**config.mk**
```make
export PLATFORM = sky130hd
export DESIGN_NAME = dcc_top
export DESIGN_NICKNAME = d
export VERILOG_FILES = /design/src/common/dcc_pkg.sv /design/src/rtl/dcc_route.sv /design/src/rtl/dcc_top.sv
export SDC_FILE = /design/constraint.sdc
export NUM_CORES = 1
export LEC_CHECK = 0
export BUFFER_PORTS_ARGS = -buffer_cell sky130_fd_sc_hd__buf_2
export CAP_MARGIN = 40
export CORE_UTILIZATION = 41
export CTS_BUF_LIST = sky130_fd_sc_hd__clkbuf_8
export CTS_CLUSTER_SIZE = 12
export DETAILED_ROUTE_END_ITERATION = 8
export PLACE_DENSITY = 0.71
export SETUP_SLACK_MARGIN = 0.02
export SLEW_MARGIN = 10
export SYNTH_ARGS = -nofsm -noshare
export SYNTH_HDL_FRONTEND = slang
export SYNTH_SLANG_ARGS = --single-unit
```
**constraint.sdc**
```tcl
create_clock -name mclk -period 1.7 [get_ports mclk]
set_clock_uncertainty 0.1 [all_clocks]
set_input_delay 0.17 -clock mclk [delete_from_list [all_inputs] [get_ports mclk]]
set_output_delay 0.17 -clock mclk [all_outputs]
set_load 0.01 [all_outputs]
```
**src/common/dcc_pkg.sv**
```systemverilog
package dcc_pkg;
	// Register offsets on the plain register port
	localparam logic [3:0] OFF_CONTROL   = 4'h0;
	localparam logic [3:0] OFF_INT_STAT  = 4'h1;
	localparam logic [3:0] OFF_INT_MASK  = 4'h2;
	localparam logic [3:0] OFF_PIN_STATE = 4'h3;

	// Control register field positions
	localparam int POS_TWO_RESULT = 7;
	localparam int POS_ONE_RESULT = 6;
	localparam int POS_TWO_INVERT = 5;
	localparam int POS_ONE_INVERT = 4;
	localparam int POS_IN_SWITCH  = 3;
	localparam int POS_MODE_LSB   = 0;

	// Interrupt status bit positions
	localparam int POS_IRQ_CHANGE = 0;

	// Reset values
	localparam logic [7:0] RST_CONTROL  = 8'h00;
	localparam logic [7:0] RST_INT_MASK = 8'h00;

	// Mode in which the internal reference feeds both positive inputs
	localparam logic [2:0] MODE_INT_REF = 3'h6;

	// Input source selections per comparator input
	typedef enum logic [2:0]
	{
		DCC_SRC_NONE = 3'h0,
		DCC_SRC_PIN1 = 3'h1,
		DCC_SRC_PIN2 = 3'h2,
		DCC_SRC_PIN3 = 3'h3,
		DCC_SRC_PIN4 = 3'h4,
		DCC_SRC_PIN5 = 3'h5,
		DCC_SRC_PIN6 = 3'h6,
		DCC_SRC_VREF = 3'h7
	} dcc_src_t;

	// Routing of one comparator
	typedef struct packed
	{
		dcc_src_t pos;
		dcc_src_t neg;
	} dcc_route_t;

	// Control fields
	typedef struct packed
	{
		logic       two_invert;
		logic       one_invert;
		logic       in_switch;
		logic [2:0] mode;
	} dcc_ctrl_t;
endpackage

```
**src/rtl/dcc_route.sv**
```systemverilog
`timescale 1ns/1ps
// Input multiplexer map: mode and switch bit to pin selections
module dcc_route
(
	input  wire dcc_pkg::dcc_ctrl_t  ctrl,      // Control fields
	output dcc_pkg::dcc_route_t      route_one, // Comparator one inputs
	output dcc_pkg::dcc_route_t      route_two, // Comparator two inputs
	output logic                     out_pins   // Results driven to pins 1 and 2
);
	// Mode decode; mode 110 uses the reference and the switch bit
	always_comb
	begin
		route_one = '{dcc_pkg::DCC_SRC_NONE, dcc_pkg::DCC_SRC_NONE};
		route_two = '{dcc_pkg::DCC_SRC_NONE, dcc_pkg::DCC_SRC_NONE};
		out_pins  = 1'b0;
		case (ctrl.mode) // RULE_02
			3'h1, 3'h2, 3'h3, 3'h4, 3'h5:
			begin
				route_one = '{dcc_pkg::DCC_SRC_PIN5, dcc_pkg::DCC_SRC_PIN6};
				route_two = '{dcc_pkg::DCC_SRC_PIN3, dcc_pkg::DCC_SRC_PIN4};
				out_pins  = (ctrl.mode == 3'h5);
			end
			dcc_pkg::MODE_INT_REF:
			begin
				route_one.pos = dcc_pkg::DCC_SRC_VREF; // RULE_03 RULE_08
				route_two.pos = dcc_pkg::DCC_SRC_VREF;
				route_one.neg = ctrl.in_switch ? dcc_pkg::DCC_SRC_PIN5 : dcc_pkg::DCC_SRC_PIN6;
				route_two.neg = ctrl.in_switch ? dcc_pkg::DCC_SRC_PIN3 : dcc_pkg::DCC_SRC_PIN4;
				out_pins      = 1'b0;
			end
			default:
			begin
				route_one = '{dcc_pkg::DCC_SRC_NONE, dcc_pkg::DCC_SRC_NONE};
				route_two = '{dcc_pkg::DCC_SRC_NONE, dcc_pkg::DCC_SRC_NONE};
				out_pins  = 1'b0;
			end
		endcase
	end
endmodule

```
**src/rtl/dcc_top.sv**
```systemverilog
`timescale 1ns/1ps
// What this block does
// [RULE_01] Two independent comparator channels, each one digital result.
// [RULE_02] Inputs shared with pins one to six; mode picks the routing.
// [RULE_03] The internal reference may be chosen as a comparator input.
// [RULE_04] One control register drives input and output multiplexers.
// [RULE_05] Bit 7 reads channel two result, reset 0, inverted when selected.
// [RULE_06] Bit 6 reads channel one result, reset 0, inverted when selected.
// [RULE_07] Bits 5 and 4 invert channel two and one outputs.
// [RULE_08] Three-bit mode; mode 110 puts reference on both positive inputs.
// [RULE_09] Output change sets the flag; writing 0 clears, writing 1 sets.
module dcc_top
(
	input  wire logic                mclk,        // System clock
	input  wire logic                nrst,        // Async reset, active low
	input  wire logic                clk_en,      // Freezes all state when low
	input  wire logic                cmp_one_raw, // Analog comparator one, pos above neg
	input  wire logic                cmp_two_raw, // Analog comparator two, pos above neg
	input  wire logic [3:0]          reg_addr,    // Register address
	input  wire logic [7:0]          reg_wdata,   // Write data
	input  wire logic                reg_wr,      // Write strobe
	input  wire logic                reg_rd,      // Read strobe
	output logic [7:0]               reg_rdata,   // Read data, cycle after strobe
	output dcc_pkg::dcc_route_t      route_one,   // Comparator one input selects
	output dcc_pkg::dcc_route_t      route_two,   // Comparator two input selects
	output logic                     pin_out_en,  // Results routed to pins 1 and 2
	output logic                     pin1_out,    // Channel one result on pin
	output logic                     pin2_out,    // Channel two result on pin
	output logic                     irq          // Level interrupt
);
	logic [7:0]          ctrl_bits;
	logic                one_result;
	logic                two_result;
	logic                change_flag;
	logic                int_mask;
	dcc_pkg::dcc_ctrl_t  ctrl;
	dcc_pkg::dcc_route_t next_route_one;
	dcc_pkg::dcc_route_t next_route_two;
	logic                next_out_en;

	// Decoded strobes
	wire wr_ctrl = reg_wr && (reg_addr == dcc_pkg::OFF_CONTROL);
	wire wr_stat = reg_wr && (reg_addr == dcc_pkg::OFF_INT_STAT);
	wire wr_mask = reg_wr && (reg_addr == dcc_pkg::OFF_INT_MASK);

	// Polarity applied to the raw compare
	wire next_one = cmp_one_raw ^ ctrl.one_invert; // RULE_01 RULE_06 RULE_07
	wire next_two = cmp_two_raw ^ ctrl.two_invert; // RULE_05 RULE_07
	wire changed  = (next_one != one_result) || (next_two != two_result); // RULE_09

	// Next flag and mask, so the level interrupt never lags a clear or a mask write
	wire next_flag = changed ? 1'b1 : (wr_stat ? reg_wdata[dcc_pkg::POS_IRQ_CHANGE] : change_flag); // RULE_09
	wire next_mask = wr_mask ? reg_wdata[0] : int_mask;

	// Writable control fields
	assign ctrl = dcc_ctrl_t_of(ctrl_bits);

	function automatic dcc_pkg::dcc_ctrl_t dcc_ctrl_t_of(input logic [7:0] v);
		dcc_ctrl_t_of.two_invert = v[dcc_pkg::POS_TWO_INVERT];
		dcc_ctrl_t_of.one_invert = v[dcc_pkg::POS_ONE_INVERT];
		dcc_ctrl_t_of.in_switch  = v[dcc_pkg::POS_IN_SWITCH];
		dcc_ctrl_t_of.mode       = v[dcc_pkg::POS_MODE_LSB +: 3];
	endfunction

	// Read mux; result bits sit above the control fields
	wire [7:0] ctrl_read = {two_result, one_result, ctrl_bits[5:0]}; // RULE_05 RULE_06
	wire [7:0] rd_mux    =
		(reg_addr == dcc_pkg::OFF_CONTROL)  ? ctrl_read :
		(reg_addr == dcc_pkg::OFF_INT_STAT) ? {7'h00, change_flag} :
		(reg_addr == dcc_pkg::OFF_INT_MASK) ? {7'h00, int_mask} :
		(reg_addr == dcc_pkg::OFF_PIN_STATE) ? {6'h00, cmp_two_raw, cmp_one_raw} : 8'h00;

	// Mux map shared with the routing module
	dcc_route u_route
	(
		.ctrl      (ctrl),
		.route_one (next_route_one),
		.route_two (next_route_two),
		.out_pins  (next_out_en)
	);

	// Control register; top bits are read-only and never stored
	always_ff @(posedge mclk or negedge nrst)
	begin
		if (!nrst)
			ctrl_bits <= dcc_pkg::RST_CONTROL;
		else if (clk_en && wr_ctrl)
			ctrl_bits <= {2'h0, reg_wdata[5:0]}; // RULE_04
	end

	// Result bits registered so a change can be seen
	always_ff @(posedge mclk or negedge nrst)
	begin
		if (!nrst)
		begin
			one_result <= 1'b0;
			two_result <= 1'b0;
		end
		else if (clk_en)
		begin
			one_result <= next_one;
			two_result <= next_two;
		end
	end

	// Change flag: hardware set wins over software clear
	always_ff @(posedge mclk or negedge nrst)
	begin
		if (!nrst)
			change_flag <= 1'b0;
		else if (clk_en)
		begin
			if (changed)
				change_flag <= 1'b1; // RULE_09
			else if (wr_stat)
				change_flag <= reg_wdata[dcc_pkg::POS_IRQ_CHANGE]; // RULE_09
		end
	end

	// Mask register
	always_ff @(posedge mclk or negedge nrst)
	begin
		if (!nrst)
			int_mask <= dcc_pkg::RST_INT_MASK[0];
		else if (clk_en && wr_mask)
			int_mask <= reg_wdata[0];
	end

	// Registered outputs; pin state address is read-only
	always_ff @(posedge mclk or negedge nrst)
	begin
		if (!nrst)
		begin
			reg_rdata  <= 8'h00;
			route_one  <= '{dcc_pkg::DCC_SRC_NONE, dcc_pkg::DCC_SRC_NONE};
			route_two  <= '{dcc_pkg::DCC_SRC_NONE, dcc_pkg::DCC_SRC_NONE};
			pin_out_en <= 1'b0;
			pin1_out   <= 1'b0;
			pin2_out   <= 1'b0;
			irq        <= 1'b0;
		end
		else if (clk_en)
		begin
			reg_rdata  <= reg_rd ? rd_mux : 8'h00;
			route_one  <= next_route_one; // RULE_02 RULE_04
			route_two  <= next_route_two;
			pin_out_en <= next_out_en;
			pin1_out   <= next_one;
			pin2_out   <= next_two;
			irq        <= next_flag && next_mask; // RULE_09
		end
	end
endmodule

```
==> metrics.log <==
[metrics] aggregate global routing overflow: 0
[metrics] number of distinct library cells after synthesis: 31
[metrics] total number of clock tree sinks: 24
[metrics] WL per Instance: 13.8 um
[metrics] min-delay worst type: primary input to flop
[metrics] Final period util: 89.7%
[metrics] clock tree root buffer cell: sky130_fd_sc_hd__clkbuf_8
[metrics] Worst Hold Launch: reg_wdata[2]
[metrics] setup repair after global routing missed its margin: no
[metrics] fraction of power consumed by sequential logic: 51.1%
[metrics] met3 wirelength from detailed routing: 123 um
[metrics] internal cell power: 0.985 mW
[metrics] y dimension of the die: 54.9 um
[metrics] Cell Area, Synth: 1150 um2
[metrics] Switching Share: 28.8%
[metrics] predominant post-synthesis flop cell: sky130_fd_sc_hd__dfrtp_1
[metrics] total of flip-flops plus latches after synthesis: 24
[metrics] CTS tree: yes
[metrics] largest fanout on the critical path: 3
[metrics] post-placement cell count: 158
[metrics] worst flop-to-flop path startpoint: ctrl_bits[5]$_DFFE_PN0P_
[metrics] EDFF count, synth: 0
[metrics] layout overhead on the synthesized area: 20.3%
[metrics] Clock Path Buffers: 2
[metrics] Post-Synthesis Net Count: 118
[metrics] final HPWL from detailed placement: 1.67 mm
[metrics] number of vias in the routed layout: 870
[metrics] Arr. time, crit path: 1.56 ns
[metrics] sequential-to-total area share from yosys stat: 52.3%
[metrics] Routed Antenna Nets: 0
[metrics] DR vias/cell: 5.34
[metrics] total length of routed wires: 2.25 mm
[metrics] outcome: completed
[metrics] share of the synthesized area in the top cell type: 52.3%
[metrics] xor and xnor area share after synthesis: 3.05%
[metrics] final worst path period need: 1.52 ns
[metrics] IO buf count: 40
[metrics] post-place instance area: 1320 um2
[metrics] Relative slew margins: 64.9%
[metrics] pin count of the biggest net entering global routing: 25
[metrics] combinational family with the most area after synthesis: simple AND/OR/NAND/NOR gates
[metrics] number of ports placed on the die boundary: 43
[metrics] static power due to leakage: 0.697 nW
[metrics] number of global-route vias before repair: 763
[metrics] relative contribution of the clock network to total power: 27.9%
[metrics] end point of the most critical hold path: ctrl_bits[2]$_DFFE_PN0P_
[metrics] routability congestion estimate from global placement: 0.780
[metrics] worst-skew pair later-pin latency: 0.26 ns
[metrics] number of nets in the layout: 153
[metrics] drt drc: 0
[metrics] Top Layer Used: met4
[metrics] Post-synth top cells: sky130_fd_sc_hd__dfrtp_1 (24), sky130_fd_sc_hd__buf_4 (8), sky130_fd_sc_hd__mux2_2 (7)
[metrics] post-synth top area cell: sky130_fd_sc_hd__dfrtp_1
[metrics] GR Util All Layers: 17.0%
[metrics] global-route wire length before repair: 3.53 mm
[metrics] worst hold path depth: 2
[metrics] worst hold slack: 0.0317 ns
[metrics] total setup buffers inserted after CTS: 0
[metrics] async set-reset flop share out of synthesis: 100%
[metrics] final hold viol count: 0
[metrics] R2R setup slack: 0.18 ns
[metrics] Synth area leaders: sky130_fd_sc_hd__dfrtp_1 (52%), sky130_fd_sc_hd__mux2_2 (6.9%), sky130_fd_sc_hd__buf_4 (5.2%)
[metrics] core area: 2570 um2
[metrics] WL met1: 987 um
[metrics] layout cell share with drive strength beyond 1: 42.1%
[metrics] combinational share of power: 21.0%
[metrics] post-synthesis simple-gate area fraction: 13.3%
[metrics] antenna diode count: 0
[metrics] compound-gate portion of the synthesized area: 11.6%
[metrics] number of cell rows: 18
[metrics] Max Slew Vio Count: 0
[metrics] startpoint type of the worst setup path: flop
[metrics] register clock-pin slew on the reported worst setup and hold paths: 0.08 ns
[metrics] Die Width: 54.9 um
[metrics] highest achievable clock rate: 0.656 GHz
[metrics] transition at the pin with the smallest max-transition slack: 0.527 ns
[metrics] power spent charging and discharging nets: 0.398 mW
[metrics] number of gates resized after cts: 0
[metrics] mean area per synthesized cell: 11.6 um2
[metrics] Pre-antenna DRT Iters: 4
[metrics] number of standard cells in the layout, taps in and fillers out: 163
[metrics] total length of routed met2 wires: 1.12 mm
[metrics] number of buffers added by the clock tree synthesis step: 3
[metrics] total number of yosys warnings: 0
[metrics] gate count of the mapped netlist: 99
[metrics] adder and majority gate portion of the synthesized area: 0%
[metrics] floorplan die area: 3010 um2
[metrics] max-cap violation count: 0
[metrics] initial antenna violation count: 0
[metrics] filler cell count in the final layout: 237
[metrics] share of synthesized area spent on multiplexers: 11.0%
[metrics] VDD IR-drop max: 0.000527 V
[metrics] capture instance of the worst register-to-register path: change_flag$_DFFE_PN0P_
[metrics] endpoints failing setup: 0
[metrics] crit end category: flop
[metrics] accumulated negative setup slack: 0 ns
[metrics] Setup Crit Path Kind: flop to flop
[metrics] P per Cell Area: 1000 nW/um2
[metrics] Clock H-tree levels: 1
[metrics] Final Instance Area: 1380 um2
[metrics] cts hold-fix bufs: 1
[metrics] required arrival time at the worst endpoint: 1.74 ns
[metrics] Detailed Route Iter0 Violations: 15
[metrics] number of cells on the worst reg-to-reg path: 4
[metrics] count leader, synth: sky130_fd_sc_hd__dfrtp_1
[metrics] Initial Utilization: 44.7%
-- cell type report --
| cell class | instances | area [um2] | area share [%] |
|---|---|---|---|
| Clock buffer | 4 | 55.1 | 3.99 |
| Inverter | 6 | 22.5 | 1.63 |
| Sequential cell | 24 | 601 | 43.5 |
| Tap cell | 30 | 37.5 | 2.72 |
| Timing Repair Buffer | 42 | 218 | 15.8 |
| Multi-Input combinational cell | 57 | 447 | 32.4 |
-- worst max-delay path by stage --
stage / start / endpoint / depth (start not counted)
after floorplan: ctrl_bits[5]$_DFFE_PN0P_ / irq$_DFFE_PN0P_ / 4
after global placement: reg_addr[3] / int_mask$_DFFE_PN0P_ / 5
after detailed placement: ctrl_bits[5]$_DFFE_PN0P_ / change_flag$_DFFE_PN0P_ / 4
after CTS: ctrl_bits[5]$_DFFE_PN0P_ / change_flag$_DFFE_PN0P_ / 4
after global routing: ctrl_bits[5]$_DFFE_PN0P_ / irq$_DFFE_PN0P_ / 4
final: ctrl_bits[5]$_DFFE_PN0P_ / change_flag$_DFFE_PN0P_ / 4
-- worst max-delay path, stage by stage, from the launching register on --
cell and delay [ns]:
sky130_fd_sc_hd__dfrtp_1 0.41, sky130_fd_sc_hd__xnor2_1 0.26, sky130_fd_sc_hd__xnor2_1 0.13, sky130_fd_sc_hd__a2111oi_2 0.37, sky130_fd_sc_hd__a21oi_1 0.13
-- cells by family (layout without fill, tap and decap cells) --
kind of cell	Yosys count	count (layout)
buffers and inverters	18	52
and+or+nand+nor	25	25
muxes	10	10
xor gates and xnor gates	4	4
DFF	24	24
AOI/OAI and AO/OA	18	18
-- stage by stage --
| step | total power [mW] | utilization [%] | setup WS, ns |
|---|---|---|---|
| global route | 1.46 | 53.8 | 0.0525 |
| finish | 1.38 | 53.8 | 0.176 |
| detailed placement | 1.01 | 51.2 | 0.175 |
| global placement | 0.997 | 51.2 | 0.272 |
| CTS | 1.40 | 53.8 | 0.169 |
| floorplan | 0.915 | - | 0.356 |
-- sequential cells by signal, indices dropped and copies added, names as in the netlist --
| name | flops |
|---|---|
| reg_rdata | 8 |
| ctrl_bits | 6 |
| pin1_out | 1 |
| route_one | 4 |
| irq | 1 |
| change_flag | 1 |
| two_result | 1 |
| pin_out_en | 1 |
| int_mask | 1 |
-- power by group through the flow --
stage | logic (mW) | clock network, mW | registers [mW]
2_1_floorplan | 0.196 | 0 | 0.719
3_3_place_gp | 0.283 | 0 | 0.714
3_5_place_dp | 0.291 | 0 | 0.719
4_1_cts | 0.294 | 0.395 | 0.707
5_1_grt | 0.323 | 0.422 | 0.717
6_report | 0.290 | 0.386 | 0.706
-- cell usage in the layout, fill, tap and decap left out --
cell                            count
sky130_fd_sc_hd__a22o_1             6
sky130_fd_sc_hd__o211ai_1           1
sky130_fd_sc_hd__nand4b_1           1
sky130_fd_sc_hd__mux4_1             1
sky130_fd_sc_hd__nand3_2            1
sky130_fd_sc_hd__mux2i_1            1
sky130_fd_sc_hd__and4b_1            1
sky130_fd_sc_hd__mux2_2             7
sky130_fd_sc_hd__mux2_1             1
sky130_fd_sc_hd__inv_1              6
sky130_fd_sc_hd__nor4_2             1
sky130_fd_sc_hd__dlygate4sd3_1      1
sky130_fd_sc_hd__o21ai_0            5
sky130_fd_sc_hd__dfrtp_1           24
sky130_fd_sc_hd__buf_2             40
sky130_fd_sc_hd__o31ai_1            1
sky130_fd_sc_hd__or3_1              1
sky130_fd_sc_hd__nand3b_1           2
sky130_fd_sc_hd__and3_1             1
sky130_fd_sc_hd__nand2_1            3
sky130_fd_sc_hd__a221o_1            1
sky130_fd_sc_hd__nand3_1            4
sky130_fd_sc_hd__clkbuf_8           4
sky130_fd_sc_hd__nand4_1            1
sky130_fd_sc_hd__or2_1              1
sky130_fd_sc_hd__xnor2_1            4
sky130_fd_sc_hd__a21oi_1            3
sky130_fd_sc_hd__nor3b_2            1
sky130_fd_sc_hd__nor2_1             6
sky130_fd_sc_hd__a2111oi_2          1
sky130_fd_sc_hd__nor3_1             1
sky130_fd_sc_hd__buf_4              1
-- metal layers --
metal	track usage (%)	vias to the layer above
li1	-	418
met1	21.6	423
met2	28.1	27
met3	4.10	2
met4	6.25	0
met5	0	-
No activity file was read; power rests on OpenSTA's default activity.
